`config.mk`:
```
export PLATFORM = sky130hd
export DESIGN_NAME = tkc_control
export DESIGN_NICKNAME = d
export VERILOG_FILES = /design/src/hdl/tkc_pkg.sv /design/src/hdl/tkc_prescaler.sv /design/src/hdl/tkc_control.sv
export SDC_FILE = /design/constraint.sdc
export NUM_CORES = 1
export LEC_CHECK = 0
export ABC_AREA = 1
export BUFFER_PORTS_ARGS = -buffer_cell sky130_fd_sc_hd__buf_2
export CAP_MARGIN = 20
export CORE_UTILIZATION = 30
export DETAILED_ROUTE_END_ITERATION = 8
export GPL_TIMING_DRIVEN = 1
export HOLD_SLACK_MARGIN = 0.15
export PLACE_DENSITY = 0.61
export RECOVER_POWER = 100
export SLEW_MARGIN = 20
export SYNTH_ARGS = -nofsm -noshare
export SYNTH_HDL_FRONTEND = slang
export SYNTH_HIERARCHICAL = 1
export SYNTH_SLANG_ARGS = --single-unit
```
`constraint.sdc`:
```
create_clock -name i_core_clk -period 2.1 [get_ports i_core_clk]
set_input_delay 0.105 -clock i_core_clk [delete_from_list [all_inputs] [get_ports i_core_clk]]
set_output_delay 0.105 -clock i_core_clk [all_outputs]
set_load 0.02 [all_outputs]
```
`src/hdl/tkc_pkg.sv`:
```
// constants shared by the timekeeper control block
package tkc_pkg;
	// ************************************************************
	// clock and timing
	// ************************************************************
	localparam int CORE_PERIOD_PS = 4000;
	localparam int STALL_TIME_NS = 100000;
	localparam int STALL_CYCLES = (STALL_TIME_NS * 1000 + CORE_PERIOD_PS - 1) / CORE_PERIOD_PS;

	// ************************************************************
	// register map, byte addresses
	// ************************************************************
	localparam logic [7:0] ADDR_CONTROL = 8'h00;
	localparam logic [7:0] ADDR_TIME_VALUE = 8'h04;
	localparam logic [31:0] CONTROL_RESET = 32'h0000_0000;

	// ************************************************************
	// control field positions
	// ************************************************************
	localparam int CTRL_OE_BIT = 0;
	localparam int CTRL_HALF_BIT = 1;
	localparam int CTRL_SYNC_BIT = 2;
	localparam int CTRL_WREN_BIT = 3;
	localparam int CTRL_RUN_BIT = 6;
	localparam int CTRL_OUTSEL_LSB = 7;
	localparam int CTRL_CLKSEL_LSB = 9;
	localparam int CTRL_ON_BIT = 15;
	localparam int TIME_SEC_LSB = 8;
	localparam int TIME_SEC_MSB = 14;

	// ************************************************************
	// field encodings
	// ************************************************************
	localparam logic [1:0] CLKSEL_INTERNAL = 2'h0;
	localparam logic [1:0] CLKSEL_SECONDARY = 2'h1;
	localparam logic [1:0] OUTSEL_ALARM = 2'h0;
	localparam logic [1:0] OUTSEL_SECONDS = 2'h1;
	localparam logic [1:0] OUTSEL_TKCLK = 2'h2;

	// ************************************************************
	// prescaler and seconds
	// ************************************************************
	localparam logic [14:0] TICKS_LAST = 15'h7fff;
	localparam logic [14:0] TICKS_HALF = 15'h4000;
	localparam logic [14:0] SYNC_LEAD = 15'h0020;
	localparam logic [6:0] SEC_LAST = 7'h3b;

	// bus slave states
	typedef enum logic [0:0] {
		BUS_IDLE = 1'b0,
		BUS_ACK = 1'b1
	} tkc_bus_t;
endpackage

```
`src/hdl/tkc_prescaler.sv`:
```
// divider from timekeeping clock edges to a one-second tick
`timescale 1ns/100ps
module tkc_prescaler
	import tkc_pkg::*;
(
	// clock and reset
	input wire logic i_core_clk,
	input wire logic i_resetn,
	// control
	input wire logic i_tick,
	input wire logic i_clear,
	// status
	output logic [14:0] o_count,
	output logic o_half,
	output logic o_second
);

	// ************************************************************
	// divider
	// ************************************************************
	// count timekeeping edges, clear wins over a tick
	always_ff @(posedge i_core_clk or negedge i_resetn) begin
		if (!i_resetn) begin
			o_count <= 15'h0000;
		end else if (i_clear) begin
			o_count <= 15'h0000;
		end else if (i_tick) begin
			o_count <= o_count + 15'h0001;
		end
	end

	// one-cycle pulse at the wrap to a new second
	always_ff @(posedge i_core_clk or negedge i_resetn) begin
		if (!i_resetn) begin
			o_second <= 1'b0;
		end else begin
			o_second <= i_tick && !i_clear && (o_count == TICKS_LAST);
		end
	end

	// second half of the second
	assign o_half = (o_count >= TICKS_HALF);
endmodule

```
`src/hdl/tkc_control.sv`:
```
// timekeeper control register, clock select and output pin logic
`timescale 1ns/100ps
module tkc_control
	import tkc_pkg::*;
#(
	parameter int STALL_LIMIT = STALL_CYCLES
)
(
	// clock and power-on reset
	input wire logic i_core_clk,
	input wire logic i_resetn,
	// avalon-mm slave
	input wire logic [7:0] i_address,
	input wire logic i_read,
	input wire logic i_write,
	input wire logic [31:0] i_writedata,
	input wire logic [3:0] i_byteenable,
	output logic [31:0] o_readdata,
	output logic o_waitrequest,
	// oscillators and system
	input wire logic i_internal_low_power_osc,
	input wire logic i_secondary_oscillator,
	input wire logic i_unlock_active,
	input wire logic i_alarm_event,
	// timekeeper pin and events
	output logic o_timekeeper_pin,
	output logic o_timekeeper_pin_oe,
	output logic o_second_tick,
	output logic o_seconds_write
);

	// ************************************************************
	// declarations
	// ************************************************************
	tkc_bus_t bus_state;
	logic output_enable;
	logic value_write_enable;
	logic module_on;
	logic [1:0] output_source_select;
	logic [1:0] clock_source_select;
	logic clock_running_status;
	logic [6:0] seconds;
	logic sel_level;
	logic sel_prev;
	logic tk_edge;
	logic tk_tick;
	logic [14:0] presc_count;
	logic half_second_status;
	logic second_pulse;
	logic read_sync_status;
	logic [$clog2(STALL_LIMIT + 1)-1:0] stall_count;
	logic alarm_pending;
	logic alarm_pulse;
	logic pin_source;
	logic bus_take;
	logic ctrl_wr;
	logic time_wr;
	logic [31:0] next_readdata;

	// ************************************************************
	// avalon-mm slave
	// ************************************************************
	// a request is taken at the edge where waitrequest is low
	assign bus_take = (bus_state == BUS_ACK) && (i_read || i_write);
	assign ctrl_wr = bus_take && i_write && (i_address == ADDR_CONTROL);
	assign time_wr = bus_take && i_write && (i_address == ADDR_TIME_VALUE) && i_byteenable[1];

	// one wait cycle then one ready cycle per request
	always_ff @(posedge i_core_clk or negedge i_resetn) begin
		if (!i_resetn) begin
			bus_state <= BUS_IDLE;
			o_waitrequest <= 1'b1;
		end else begin
			unique case (bus_state)
				BUS_IDLE: begin
					if (i_read || i_write) begin
						bus_state <= BUS_ACK;
						o_waitrequest <= 1'b0;
					end
				end
				BUS_ACK: begin
					bus_state <= BUS_IDLE;
					o_waitrequest <= 1'b1;
				end
			endcase
		end
	end

	// read mux, unmapped addresses read zero
	always_comb begin
		next_readdata = 32'h0000_0000;
		if (i_address == ADDR_CONTROL) begin
			next_readdata[CTRL_OE_BIT] = output_enable;
			next_readdata[CTRL_HALF_BIT] = half_second_status;
			next_readdata[CTRL_SYNC_BIT] = read_sync_status;
			next_readdata[CTRL_WREN_BIT] = value_write_enable;
			next_readdata[CTRL_RUN_BIT] = clock_running_status;
			next_readdata[CTRL_OUTSEL_LSB +: 2] = output_source_select;
			next_readdata[CTRL_CLKSEL_LSB +: 2] = clock_source_select;
			next_readdata[CTRL_ON_BIT] = module_on;
		end else if (i_address == ADDR_TIME_VALUE) begin
			next_readdata[TIME_SEC_MSB:TIME_SEC_LSB] = seconds;
		end
	end

	// read data loaded as waitrequest drops; bits 5:4 never set
	always_ff @(posedge i_core_clk or negedge i_resetn) begin
		if (!i_resetn) begin
			o_readdata <= 32'h0000_0000;
		end else if (bus_state == BUS_IDLE && i_read) begin
			o_readdata <= next_readdata;
		end
	end

	// ************************************************************
	// control register
	// ************************************************************
	// only the power-on reset clears these fields
	always_ff @(posedge i_core_clk or negedge i_resetn) begin
		if (!i_resetn) begin
			output_enable <= CONTROL_RESET[CTRL_OE_BIT];
			value_write_enable <= CONTROL_RESET[CTRL_WREN_BIT];
			module_on <= CONTROL_RESET[CTRL_ON_BIT];
			output_source_select <= CONTROL_RESET[CTRL_OUTSEL_LSB +: 2];
			clock_source_select <= CONTROL_RESET[CTRL_CLKSEL_LSB +: 2];
		end else if (ctrl_wr) begin
			if (i_byteenable[0]) begin
				output_enable <= i_writedata[CTRL_OE_BIT];
				// set needs the unlock sequence, clear is always allowed
				if (!i_writedata[CTRL_WREN_BIT] || i_unlock_active) begin
					value_write_enable <= i_writedata[CTRL_WREN_BIT];
				end
				output_source_select[0] <= i_writedata[CTRL_OUTSEL_LSB];
			end
			if (i_byteenable[1]) begin
				output_source_select[1] <= i_writedata[CTRL_OUTSEL_LSB + 1];
				clock_source_select <= i_writedata[CTRL_CLKSEL_LSB +: 2];
				if (value_write_enable) begin
					module_on <= i_writedata[CTRL_ON_BIT];
				end
			end
		end
	end

	// ************************************************************
	// time value and seconds count
	// ************************************************************
	// seconds load needs write enable, else counts on the tick
	always_ff @(posedge i_core_clk or negedge i_resetn) begin
		if (!i_resetn) begin
			seconds <= 7'h00;
		end else if (time_wr && value_write_enable) begin
			seconds <= i_writedata[TIME_SEC_MSB:TIME_SEC_LSB];
		end else if (second_pulse) begin
			seconds <= (seconds >= SEC_LAST) ? 7'h00 : seconds + 7'h01;
		end
	end

	// seconds-write pulse for the calendar counters
	always_ff @(posedge i_core_clk or negedge i_resetn) begin
		if (!i_resetn) begin
			o_seconds_write <= 1'b0;
			o_second_tick <= 1'b0;
		end else begin
			o_seconds_write <= time_wr && value_write_enable;
			o_second_tick <= second_pulse;
		end
	end

	// ************************************************************
	// clock source and prescaler
	// ************************************************************
	// source mux, reserved codes give no clock
	always_comb begin
		sel_level = 1'b0;
		if (clock_source_select == CLKSEL_INTERNAL) begin
			sel_level = i_internal_low_power_osc;
		end else if (clock_source_select == CLKSEL_SECONDARY) begin
			sel_level = i_secondary_oscillator;
		end
	end

	// rising edge of the selected timekeeping clock
	always_ff @(posedge i_core_clk or negedge i_resetn) begin
		if (!i_resetn) begin
			sel_prev <= 1'b0;
		end else begin
			sel_prev <= sel_level;
		end
	end

	assign tk_edge = sel_level && !sel_prev;
	assign tk_tick = tk_edge && module_on;

	// prescaler restarts on a seconds write
	tkc_prescaler u_prescaler (
		.i_core_clk(i_core_clk),
		.i_resetn(i_resetn),
		.i_tick(tk_tick),
		.i_clear(o_seconds_write),
		.o_count(presc_count),
		.o_half(half_second_status),
		.o_second(second_pulse)
	);

	// busy near the wrap and during the ripple cycle
	assign read_sync_status = module_on &&
		((presc_count >= TICKS_LAST - SYNC_LEAD) || second_pulse || o_second_tick);

	// ************************************************************
	// clock running detection
	// ************************************************************
	// core cycles since the last timekeeping edge, saturating
	always_ff @(posedge i_core_clk or negedge i_resetn) begin
		if (!i_resetn) begin
			stall_count <= '0;
			clock_running_status <= 1'b0;
		end else begin
			if (tk_edge) begin
				stall_count <= '0;
			end else if (stall_count < STALL_LIMIT[$bits(stall_count)-1:0]) begin
				stall_count <= stall_count + 1'b1;
			end
			clock_running_status <= module_on &&
				(stall_count < STALL_LIMIT[$bits(stall_count)-1:0]);
		end
	end

	// ************************************************************
	// alarm pulse and output pin
	// ************************************************************
	// pending alarm waits for a timekeeping edge; a new event wins
	always_ff @(posedge i_core_clk or negedge i_resetn) begin
		if (!i_resetn) begin
			alarm_pending <= 1'b0;
			alarm_pulse <= 1'b0;
		end else begin
			if (i_alarm_event) begin
				alarm_pending <= 1'b1;
			end else if (tk_edge) begin
				alarm_pending <= 1'b0;
			end
			if (tk_edge) begin
				alarm_pulse <= alarm_pending;
			end
		end
	end

	// pin source mux, reserved code drives low
	always_comb begin
		pin_source = 1'b0;
		unique case (output_source_select)
			OUTSEL_ALARM: pin_source = alarm_pulse;
			OUTSEL_SECONDS: pin_source = half_second_status;
			OUTSEL_TKCLK: pin_source = sel_level;
			default: pin_source = 1'b0;
		endcase
	end

	// enable gates both the level and the driver
	always_ff @(posedge i_core_clk or negedge i_resetn) begin
		if (!i_resetn) begin
			o_timekeeper_pin <= 1'b0;
			o_timekeeper_pin_oe <= 1'b0;
		end else begin
			o_timekeeper_pin <= output_enable && pin_source;
			o_timekeeper_pin_oe <= output_enable;
		end
	end
endmodule

```
==> results of run 1 <==
[worst max-delay path, delay by kind of cell (launching register included)]
family	cells	cell delay, ps
AND/OR/NAND/NOR	4	790
buffers and inverters	1	590
flip-flops	1	360
[flip-flops by register name, summed over array words and instances (netlist names), 2 cells and up]
register              cells
clock_source_select       2
o_readdata               14
output_source_select      2
seconds                   7
stall_count              15
u_prescaler/o_count      15
[layout make-up]
type                    count  area [µm²]
repair buffers             77         505
well taps                 168         210
flip-flops and latches     69        1730
clock inverters             6        62.6
fillers                  1283        7570
inverters                  50         193
clock buffers              10         239
multi-input cells         374        1760
[through the flow]
stage	setup slack (ps)	instances	cell area [µm²]
after CTS	139	754	4770
after floorplan	213	519	3910
after global routing	79.4	754	4700
after detailed placement	410	713	4220
after global placement	451	713	4220
final	280	754	4700
[cells in the final DEF, fill, tap and decap left out, types with 4 or more instances in the layout]
cell and n:
nor2_2 4, inv_1 48, buf_2 26, a21oi_1 15, conb_1 18, nor3_1 8
nand4_1 26, dfrtp_1 68, nand3_1 54, o21ai_0 13, clkbuf_16 9, dlygate4sd3_1 25
nand2_1 154, nor2_1 53, ha_1 4, clkbuf_1 22, xor2_1 6
[power by group through the flow]
stage | Clock (mW) | Sequential [mW] | Combinational (mW)
after floorplan | 0 | 1.45 | 0.173
after global placement | 0 | 1.45 | 0.263
after detailed placement | 0 | 1.45 | 0.270
after CTS | 1.57 | 1.42 | 0.298
after global routing | 1.63 | 1.43 | 0.323
final | 1.53 | 1.42 | 0.286
[synthesized netlist by cell type (all sizes together)]
master and n:
clkbuf 3, clkinv 1, nor4 2, or2 1
dfstp 1, nor2 60, dfrtp 68, inv 49
a21oi 15, nor3b 3, nand2 155, o21ai 13
o21bai 3, o31ai 1, xnor2 1, nor3 9
xor2 6, a21o 1, buf 23, nand3b 1
nand4 26, nand3 55, conb 1, ha 4
[logic make-up (layout without fill, tap and decap cells)]
family          count (synthesis)  after routing  share of synthesized area (%)
fa+ha+maj                       4              4                           1.30
buf+inv                        76            143                           9.86
flops                          69             69                           44.9
simple gates                  312            312                           37.3
compound gates                 33             33                           4.91
xor+xnor                        7              7                           1.59
other cells                     1             18                         0.0975
[worst paths after layout]
path	cells past startpoint	startpoint	slack (ps)	to
setup / recovery	5	bus_state	280	clock_source_select[0]
hold / removal	5	i_internal_low_power_osc	200	sel_prev
setup reg to reg	5	bus_state	280	clock_source_select[0]
hold reg to reg	1	bus_state	460	bus_state
max in group asynchronous	3	i_resetn	640	o_waitrequest
min in group asynchronous	2	i_resetn	560	o_readdata[3]
[what timing repair did]
action                                  CTS  global route
hold buffers                             25             0
endpoints found under the hold margin    38             0
resized for setup                         0             1
endpoints found under the setup margin    0             6
[layer usage]
layer / part of all wire [%] / GRT usage, % / wire [µm]
met3: 4.0 / 3.48 / 361
met4: 1.3 / 4.50 / 114
met2: 47 / 24.0 / 4220
met5: 0 / 0 / 0
met1: 48 / 19.2 / 4370
==> run metrics, run 1 <==
hpwl dp 6400 µm; port bufs 47; CP Max Fanout 11; fin util 38.3%; residual DRC count 0; Initial Utilization 31.4%; max-slew violation count 0; worst hold-check path type input port to flop; final hold slack 202 ps; register area share after synthesis 44.9%; largest net degree at the start of global routing 50; core box area 0.0123 mm²; Post-CTS Setup Bufs 0; Initial DRT Pass Iterations 4; Switch Pwr 808 µW; RePlAce Congestion 0.864; critical path data arrival time 2090 ps; Yosys top cell by area dfrtp_1; Cell Pwr Density 689 mW/mm²; vias in the first global route 3348; combinational share of power 8.8%; peak supply drop 0.379 mV; initial antenna violation count 0; share of cells above drive strength 1 10.4%; CTS Sinks 69; via count 3498; Clk pwr share 47.2%; Final Cycle Share 86.7%; H-tree depth 3; Synth Instances 502; Ports 89; Layout area overhead 22.1%; CTS tree yes; most used cell along the critical path nand2_1; Syn Std Cell Area 0.00385 mm²; count of different cell masters after synthesis 37; Die X 115 µm; total power 3.24 mW; Data required, critical path 2370 ps; area share of the largest cell type after synthesis 44.2%; number of core rows 40; DRT Wirelength 9070 µm; Leak 2.26 nW; Synth Register Bits 69; Area contributors post-synth dfrtp_1 44%, nand2_1 15%, nand3_1 6.9%; routed len/inst 12.0 µm; Slew HR 18.3%; max cap viols 0; Global Route Usage Sum 14.7%; syn_area_per_cell 7.66 µm²; sw frac 25.0%; DIE AREA 0.0133 mm²; CTS Buffer Depth 2; CTS Root Cell clkbuf_16; RSZ-0062 raised after global routing no; remaining antenna violation count 0; setup violators final 0; Nets 637; CP Capture Type flop; first-pass GRT wire length 15500 µm; Die Y 115 µm; vias per cell 4.64; setup TNS 0 ps; critical path, cell by cell nand2_1, nor3_4, nand3_1, dlygate4sd3_1, nand2_1; max incr delay on CP 590 ps; Ant. Diodes 0; sequential share of power 44.0%; critical path class flop to flop; final hold viol count 0; Worst Tran Pin Value 1230 ps; Worst-path clk slew 60 ps; synth warn 6; run status finished, final reports clean; Clk Latency, worst-skew pair 330 ps; crit start category flop; fmax 549 MHz; internal power 2.43 mW; CP max stage cell dlygate4sd3_1; TritonCTS buffer count 9; skew final 6.21 ps; Initial DRC Count 228; remaining global-route overflow 0; Final min period 1820 ps
(Power assumes the default switching activity.)
==> inputs of run 2 (changes only) <==
- ABC_AREA: 1 -> default
==> run metrics, run 2 <==
run status complete, but fails checks (was finished, final reports clean); failing checks design-rule violations, max-capacitance violations, max-slew violations; Die Y 112 µm (was 115 µm); TritonCTS buffer count 9 (unchanged); routed len/inst 14.2 µm (was 12.0 µm); hpwl dp 5720 µm (was 6400 µm); Synth Instances 372 (was 502); Die X 112 µm (was 115 µm); Clk Latency, worst-skew pair 330 ps (about the same); CP Capture Type flop (unchanged); Finished Cell Area 0.00433 mm² (was 0.00470 mm²); Final Cycle Share 93.9% (was 86.7%); vias per cell 5.17 (was 4.64); synth warn 6 (unchanged); peak supply drop 0.496 mV (was 0.379 mV); Syn Std Cell Area 0.00362 mm² (was 0.00385 mm²); Synth Register Bits 69 (unchanged); asr flop ratio synth 100% (unchanged); setup violators final 0 (unchanged); Fillers 1177 (was 1283); max cap viols 1 (was 0); Global Route Usage Sum 14.3% (was 14.7%); syn_area_per_cell 9.74 µm² (was 7.66 µm²); most common cell in the netlist dfrtp_1 (was nand2_1); initial antenna violation count 0 (unchanged); Data required, critical path 2310 ps (was 2370 ps); CTS Sinks 69 (unchanged); remaining antenna violation count 0 (unchanged); Leak 1.96 nW (was 2.26 nW); RSZ-0062 raised after global routing no (unchanged); register area share after synthesis 47.7% (was 44.9%); Ports 89 (unchanged); fmax 507 MHz (was 549 MHz); Worst Tran Pin Value 1530 ps (was 1230 ps); Cell Pwr Density 698 mW/mm² (was 689 mW/mm²); first-pass GRT wire length 14300 µm (was 15500 µm); CTS Root Cell clkbuf_16 (unchanged); count of different cell masters after synthesis 57 (was 37); max-slew violation count 70 (was 0); CTS tree yes (unchanged); final hold slack 182 ps (was 202 ps); CTS Buffer Depth 2 (unchanged); multi-input logic area 0.00173 mm² (was 0.00176 mm²); Primary FF master, synth dfrtp_1 (unchanged); CP Max Fanout 9 (was 11); skew final 3.79 ps (was 6.21 ps); Storage cell area 0.00173 mm² (unchanged); Synth top cells by count 68 x dfrtp_1, 46 x nand2_1, 27 x a21oi_1, 26 x nor2_1 (was 150 x nand2_1, 68 x dfrtp_1, 53 x nand3_1, 52 x nor2_1, 47 x inv_1); port bufs 47 (unchanged); Final min period 1970 ps (was 1820 ps); final hold viol count 0 (unchanged); share of cells above drive strength 1 14.5% (was 10.4%); setup TNS 0 ps (unchanged); Cells on Worst Hold Path 4 (was 5); DRT Wirelength 8290 µm (was 9070 µm); final setup margin 129 ps (was 280 ps); Area contributors post-synth dfrtp_1 47%, nand2_1 4.8%, a21oi_1 3.7% (was dfrtp_1 44%, nand2_1 15%, nand3_1 6.9%); most common cell after layout, fill and taps aside dfrtp_1 (was nand2_1); Ant. Diodes 0 (unchanged); area share of the largest cell type after synthesis 47.0% (was 44.2%); Layout area overhead 19.4% (was 22.1%); H-tree depth 3 (unchanged); post-place setup slack 11.1 ps (was 410 ps); DIE AREA 0.0125 mm² (was 0.0133 mm²); crit start category flop (unchanged); most frequent cells in the layout 68 x dfrtp_1, 46 x nand2_1, 28 x clkbuf_1, 28 x buf_2, 27 x a21oi_1 (was 154 x nand2_1, 68 x dfrtp_1, 54 x nand3_1); biggest regs stall_count: 15 flops, u_prescaler/o_count: 15 flops, o_readdata: 14 flops (unchanged); residual DRC count 3 (was 0); critical path data arrival time 2180 ps (was 2090 ps); core box area 0.0116 mm² (was 0.0123 mm²); via count 3017 (was 3498); EDFF count, synth 0 (unchanged); Worst-path clk slew 50 ps (was 60 ps); worst hold-check path type input port to flop (unchanged); Post-CTS Setup Bufs 0 (unchanged); largest net degree at the start of global routing 70 (was 50); dpl cell area 0.00400 mm² (was 0.00422 mm²); critical path class flop to flop (unchanged); Worst R2R Path Depth 6 (was 5); Slew HR -1.93% (was 18.3%); Initial DRC Count 143 (was 228); remaining global-route overflow 0 (unchanged); total power 3.02 mW (was 3.24 mW); Yosys top cell by area dfrtp_1 (unchanged); number of core rows 39 (was 40); RePlAce Congestion 0.793 (was 0.864); Nets 494 (was 637); Initial DRT Pass Iterations 6 (was 4); Initial Utilization 31.2% (was 31.4%); vias in the first global route 2964 (was 3348)
-- run 2: changes by cell type in the layout (fill, tap and decap cells not counted), moves of 7 or more --
cell	delta
nand2b_1	+7
inv_1	-42
nand2_1	-108
nand3_1	-36
dlygate4sd3_1	-9
nor2_1	-27
nand4_1	-16
a21oi_1	+12
mux2i_1	+9
mux2_2	+8
-- run 2: layer usage --
| metal | share of wire (%) | GRT usage, % |
|---|---|---|
| met1 | 46 | 18.5 |
| met2 | 46 | 22.1 |
| met3 | 6.2 | 4.57 |
| met4 | 1.6 | 5.41 |
| met5 | 0 | 0 |
-- run 2: worst max-delay path: stages (launching register included) --
cell     delay [ps]
dfrtp_1         410
mux2i_1         160
nor3_2          150
and2_2          280
nand4_4         200
nor4_2          300
mux2_2          360
-- run 2: report_power, final --
| group | switching (mW) | total, mW | leakage, nW | internal [mW] |
|---|---|---|---|---|
| clock | 0.533 | 1.32 | 0.119 | 0.784 |
| combinational | 0.172 | 0.271 | 0.934 | 0.0988 |
| sequential | 0.0502 | 1.43 | 0.908 | 1.38 |
| total | 0.755 | 3.02 | 1.96 | 2.27 |
-- run 2: cell families after synthesis --
kind of cell / after synthesis / share of synthesized area [%]
buffers and inverters: 41 / 6.60
other: 1 / 0.103
muxes: 18 / 5.39
AOI/OAI and AO/OA: 79 / 14.5
adders and majority gates: 4 / 1.38
and+or+nand+nor: 156 / 23.4
DFF: 69 / 47.7
xor gates and xnor gates: 4 / 0.967
-- run 2: final timing paths --
path	start	slack, ps	end
max in group asynchronous	i_resetn	380	u_prescaler/o_count[6]
setup / recovery	clock_source_select[0]	130	u_prescaler/o_count[13]
setup reg to reg	clock_source_select[0]	130	u_prescaler/o_count[13]
min in group asynchronous	i_resetn	790	stall_count[0]
hold / removal	i_internal_low_power_osc	180	sel_prev
hold reg to reg	output_enable	430	o_timekeeper_pin_oe
-- run 2: timing repair --
item / in CTS / in global routing
hold buffers: 16 / 0
gates resized for setup: 0 / 1
endpoints found under the setup margin: 0 / 8
hold endpoints to repair: 86 / 0
-- run 2: layout make-up --
class / count / area share, %
inverters: 6 / 0.520
flip-flops and latches: 69 / 39.9
clock buffers: 12 / 5.46
repair buffers: 73 / 9.71
multi-input cells: 279 / 40.0
well taps: 143 / 4.13
clock inverters: 2 / 0.289
-- run 2: per-stage QoR --
stage	util, %	instances
2_1_floorplan	-	389
3_3_place_gp	34.4	554
3_5_place_dp	34.4	554
4_1_cts	37.9	584
5_1_grt	37.3	584
6_report	37.3	584
==> inputs of run 3 (changes only) <==
- PLACE_DENSITY: 0.61 -> 0.51
==> run metrics, run 3 (same netlist as run 2, synthesis figures left out) <==
first-pass GRT wire length 14100 µm (was 14300 µm); RSZ-0062 raised after global routing no (unchanged); Clk Latency, worst-skew pair 330 ps (about the same); biggest regs stall_count: 15 flops, u_prescaler/o_count: 15 flops, o_readdata: 14 flops (unchanged); Worst-path clk slew 60 ps (was 50 ps); setup violators final 0 (unchanged); Die X 112 µm (unchanged); DIE AREA 0.0125 mm² (unchanged); CTS Root Cell clkbuf_16 (unchanged); most frequent cells in the layout 68 x dfrtp_1, 46 x nand2_1, 30 x clkbuf_1 (was 68 x dfrtp_1, 46 x nand2_1, 28 x clkbuf_1, 28 x buf_2, 27 x a21oi_1); Global Route Usage Sum 14.1% (was 14.3%); Nets 497 (was 494); Post-Place Cells 557 (was 554); GRT met3 Usage 2.72% (was 4.57%); TritonCTS buffer count 9 (unchanged); Slew HR 35.2% (was -1.93%); GR Layer Usage met1 19.1% (was 18.5%); H-tree depth 3 (unchanged); Data required, critical path 2300 ps (was 2310 ps); core box area 0.0116 mm² (unchanged); worst hold-check path type input port to flop (unchanged); Ant. Diodes 0 (unchanged); Layout area overhead 21.0% (was 19.4%); Initial Utilization 31.2% (unchanged); RePlAce Congestion 0.784 (was 0.793); Top Usage Layer GRT met2 (unchanged); CTS Buffer Depth 2 (unchanged); Final Cycle Share 92.8% (was 93.9%); vias per cell 5.08 (was 5.17); number of core rows 39 (unchanged); residual DRC count 6 (was 3); sw frac 24.1% (was 25.0%); combinational share of power 8.4% (was 9.0%); CP Max Fanout 4 (was 9); GR Layer Usage met2 22.4% (was 22.1%); final hold viol count 0 (unchanged); Die Y 112 µm (unchanged); DRT Wirelength 8230 µm (was 8290 µm); Initial DRT Pass Iterations 6 (unchanged); Initial DRC Count 117 (was 143); failing checks design-rule violations (was design-rule violations, max-capacitance violations, max-slew violations); critical path data arrival time 2150 ps (was 2180 ps); vias in the first global route 2862 (was 2964); CTS Sinks 69 (unchanged); CP Capture Type flop (unchanged); skew final 10.3 ps (was 3.79 ps); run status complete, but fails checks (unchanged); peak supply drop 0.431 mV (was 0.496 mV); Cell Pwr Density 732 mW/mm² (was 698 mW/mm²); Leak 1.98 nW (was 1.96 nW); critical path class flop to flop (unchanged); CTS tree yes (unchanged); most common cell after layout, fill and taps aside dfrtp_1 (unchanged); max cap viols 0 (was 1); Clk pwr share 47.0% (was 43.6%); share of cells above drive strength 1 15.2% (was 14.5%); Switch Pwr 773 µW (was 755 µW); setup TNS 0 ps (unchanged); Ports 89 (unchanged); port bufs 47 (unchanged); remaining global-route overflow 0 (unchanged); remaining antenna violation count 0 (unchanged); Final min period 1950 ps (was 1970 ps); hpwl dp 5880 µm (was 5720 µm); crit start category flop (unchanged); initial antenna violation count 0 (unchanged); via count 2994 (was 3017); sequential share of power 44.7% (was 47.4%); routed len/inst 14.0 µm (was 14.2 µm); fmax 513 MHz (was 507 MHz); largest net degree at the start of global routing 31 (was 70); Non-Filler Instances 589 (was 584); internal power 2.43 mW (was 2.27 mW); Worst Tran Pin Value 971 ps (was 1530 ps); max-slew violation count 0 (was 70)
-- run 3: cell types whose count changed in the layout (fill, tap and decap cells not counted), moves of 2 or more --
cell      previous run  this run
buf_4                3         5
buf_2               28        25
clkbuf_1            28        30
clkbuf_2             0         2
-- run 3: critical path, stage by stage (launching register included) --
cell and delay (ps):
dfrtp_1 410, mux2i_1 160, nor3_2 140, and2_2 220, nand4_2 190, nor4_1 330
mux2_2 370
-- run 3: per-stage QoR --
step	total power [mW]	area (µm²)	setup slack (ps)	hold WS, ps	utilization, %
CTS	3.27	4470	89.6	196	38.5
floorplan	1.63	3720	19.3	-191	-
finish	3.21	4380	152	214	37.8
detailed placement	1.72	4020	131	10.1	34.6
global placement	1.71	4020	175	6.95	34.6
global route	3.35	4380	32.0	239	37.8
-- run 3: power groups by stage --
stage	combinational, mW	clock (mW)	sequential [mW]
2_1_floorplan	0.165	0	1.46
3_3_place_gp	0.260	0	1.45
3_5_place_dp	0.266	0	1.46
4_1_cts	0.288	1.55	1.43
5_1_grt	0.309	1.60	1.44
6_report	0.269	1.51	1.43
-- run 3: routing by layer --
metal | part of all wire (%) | wire [µm]
met1 | 48 | 3950
met2 | 46 | 3780
met3 | 4.4 | 361
met4 | 1.7 | 140
met5 | 0 | 0
-- run 3: worst paths after layout --
kind / from / to / slack, ps / cells past startpoint
max in group asynchronous: i_resetn / o_readdata[1] / 630 / 3
min in group asynchronous: i_resetn / stall_count[0] / 290 / 2
hold reg to reg: output_enable / o_timekeeper_pin_oe / 430 / 0
setup / recovery: clock_source_select[0] / u_prescaler/o_count[13] / 150 / 6
setup reg to reg: clock_source_select[0] / u_prescaler/o_count[13] / 150 / 6
hold / removal: i_secondary_oscillator / sel_prev / 210 / 4
-- run 3: layout make-up --
type                       instances  area, µm²
sequential                        69       1730
clock inverter                     3       45.0
fill                            1181       7230
clock buffer                      13        250
timing repair buffer              76        442
inverter                           6       22.5
tap                              143        179
multi-input combinational        279       1720
-- run 3: what timing repair did --
| item | in CTS | in global routing |
|---|---|---|
| setup endpoints to repair | 0 | 4 |
| resized for setup | 0 | 1 |
| hold buffers | 16 | 0 |
| hold endpoints to repair | 85 | 0 |
| buffers inserted | 0 | 0 |
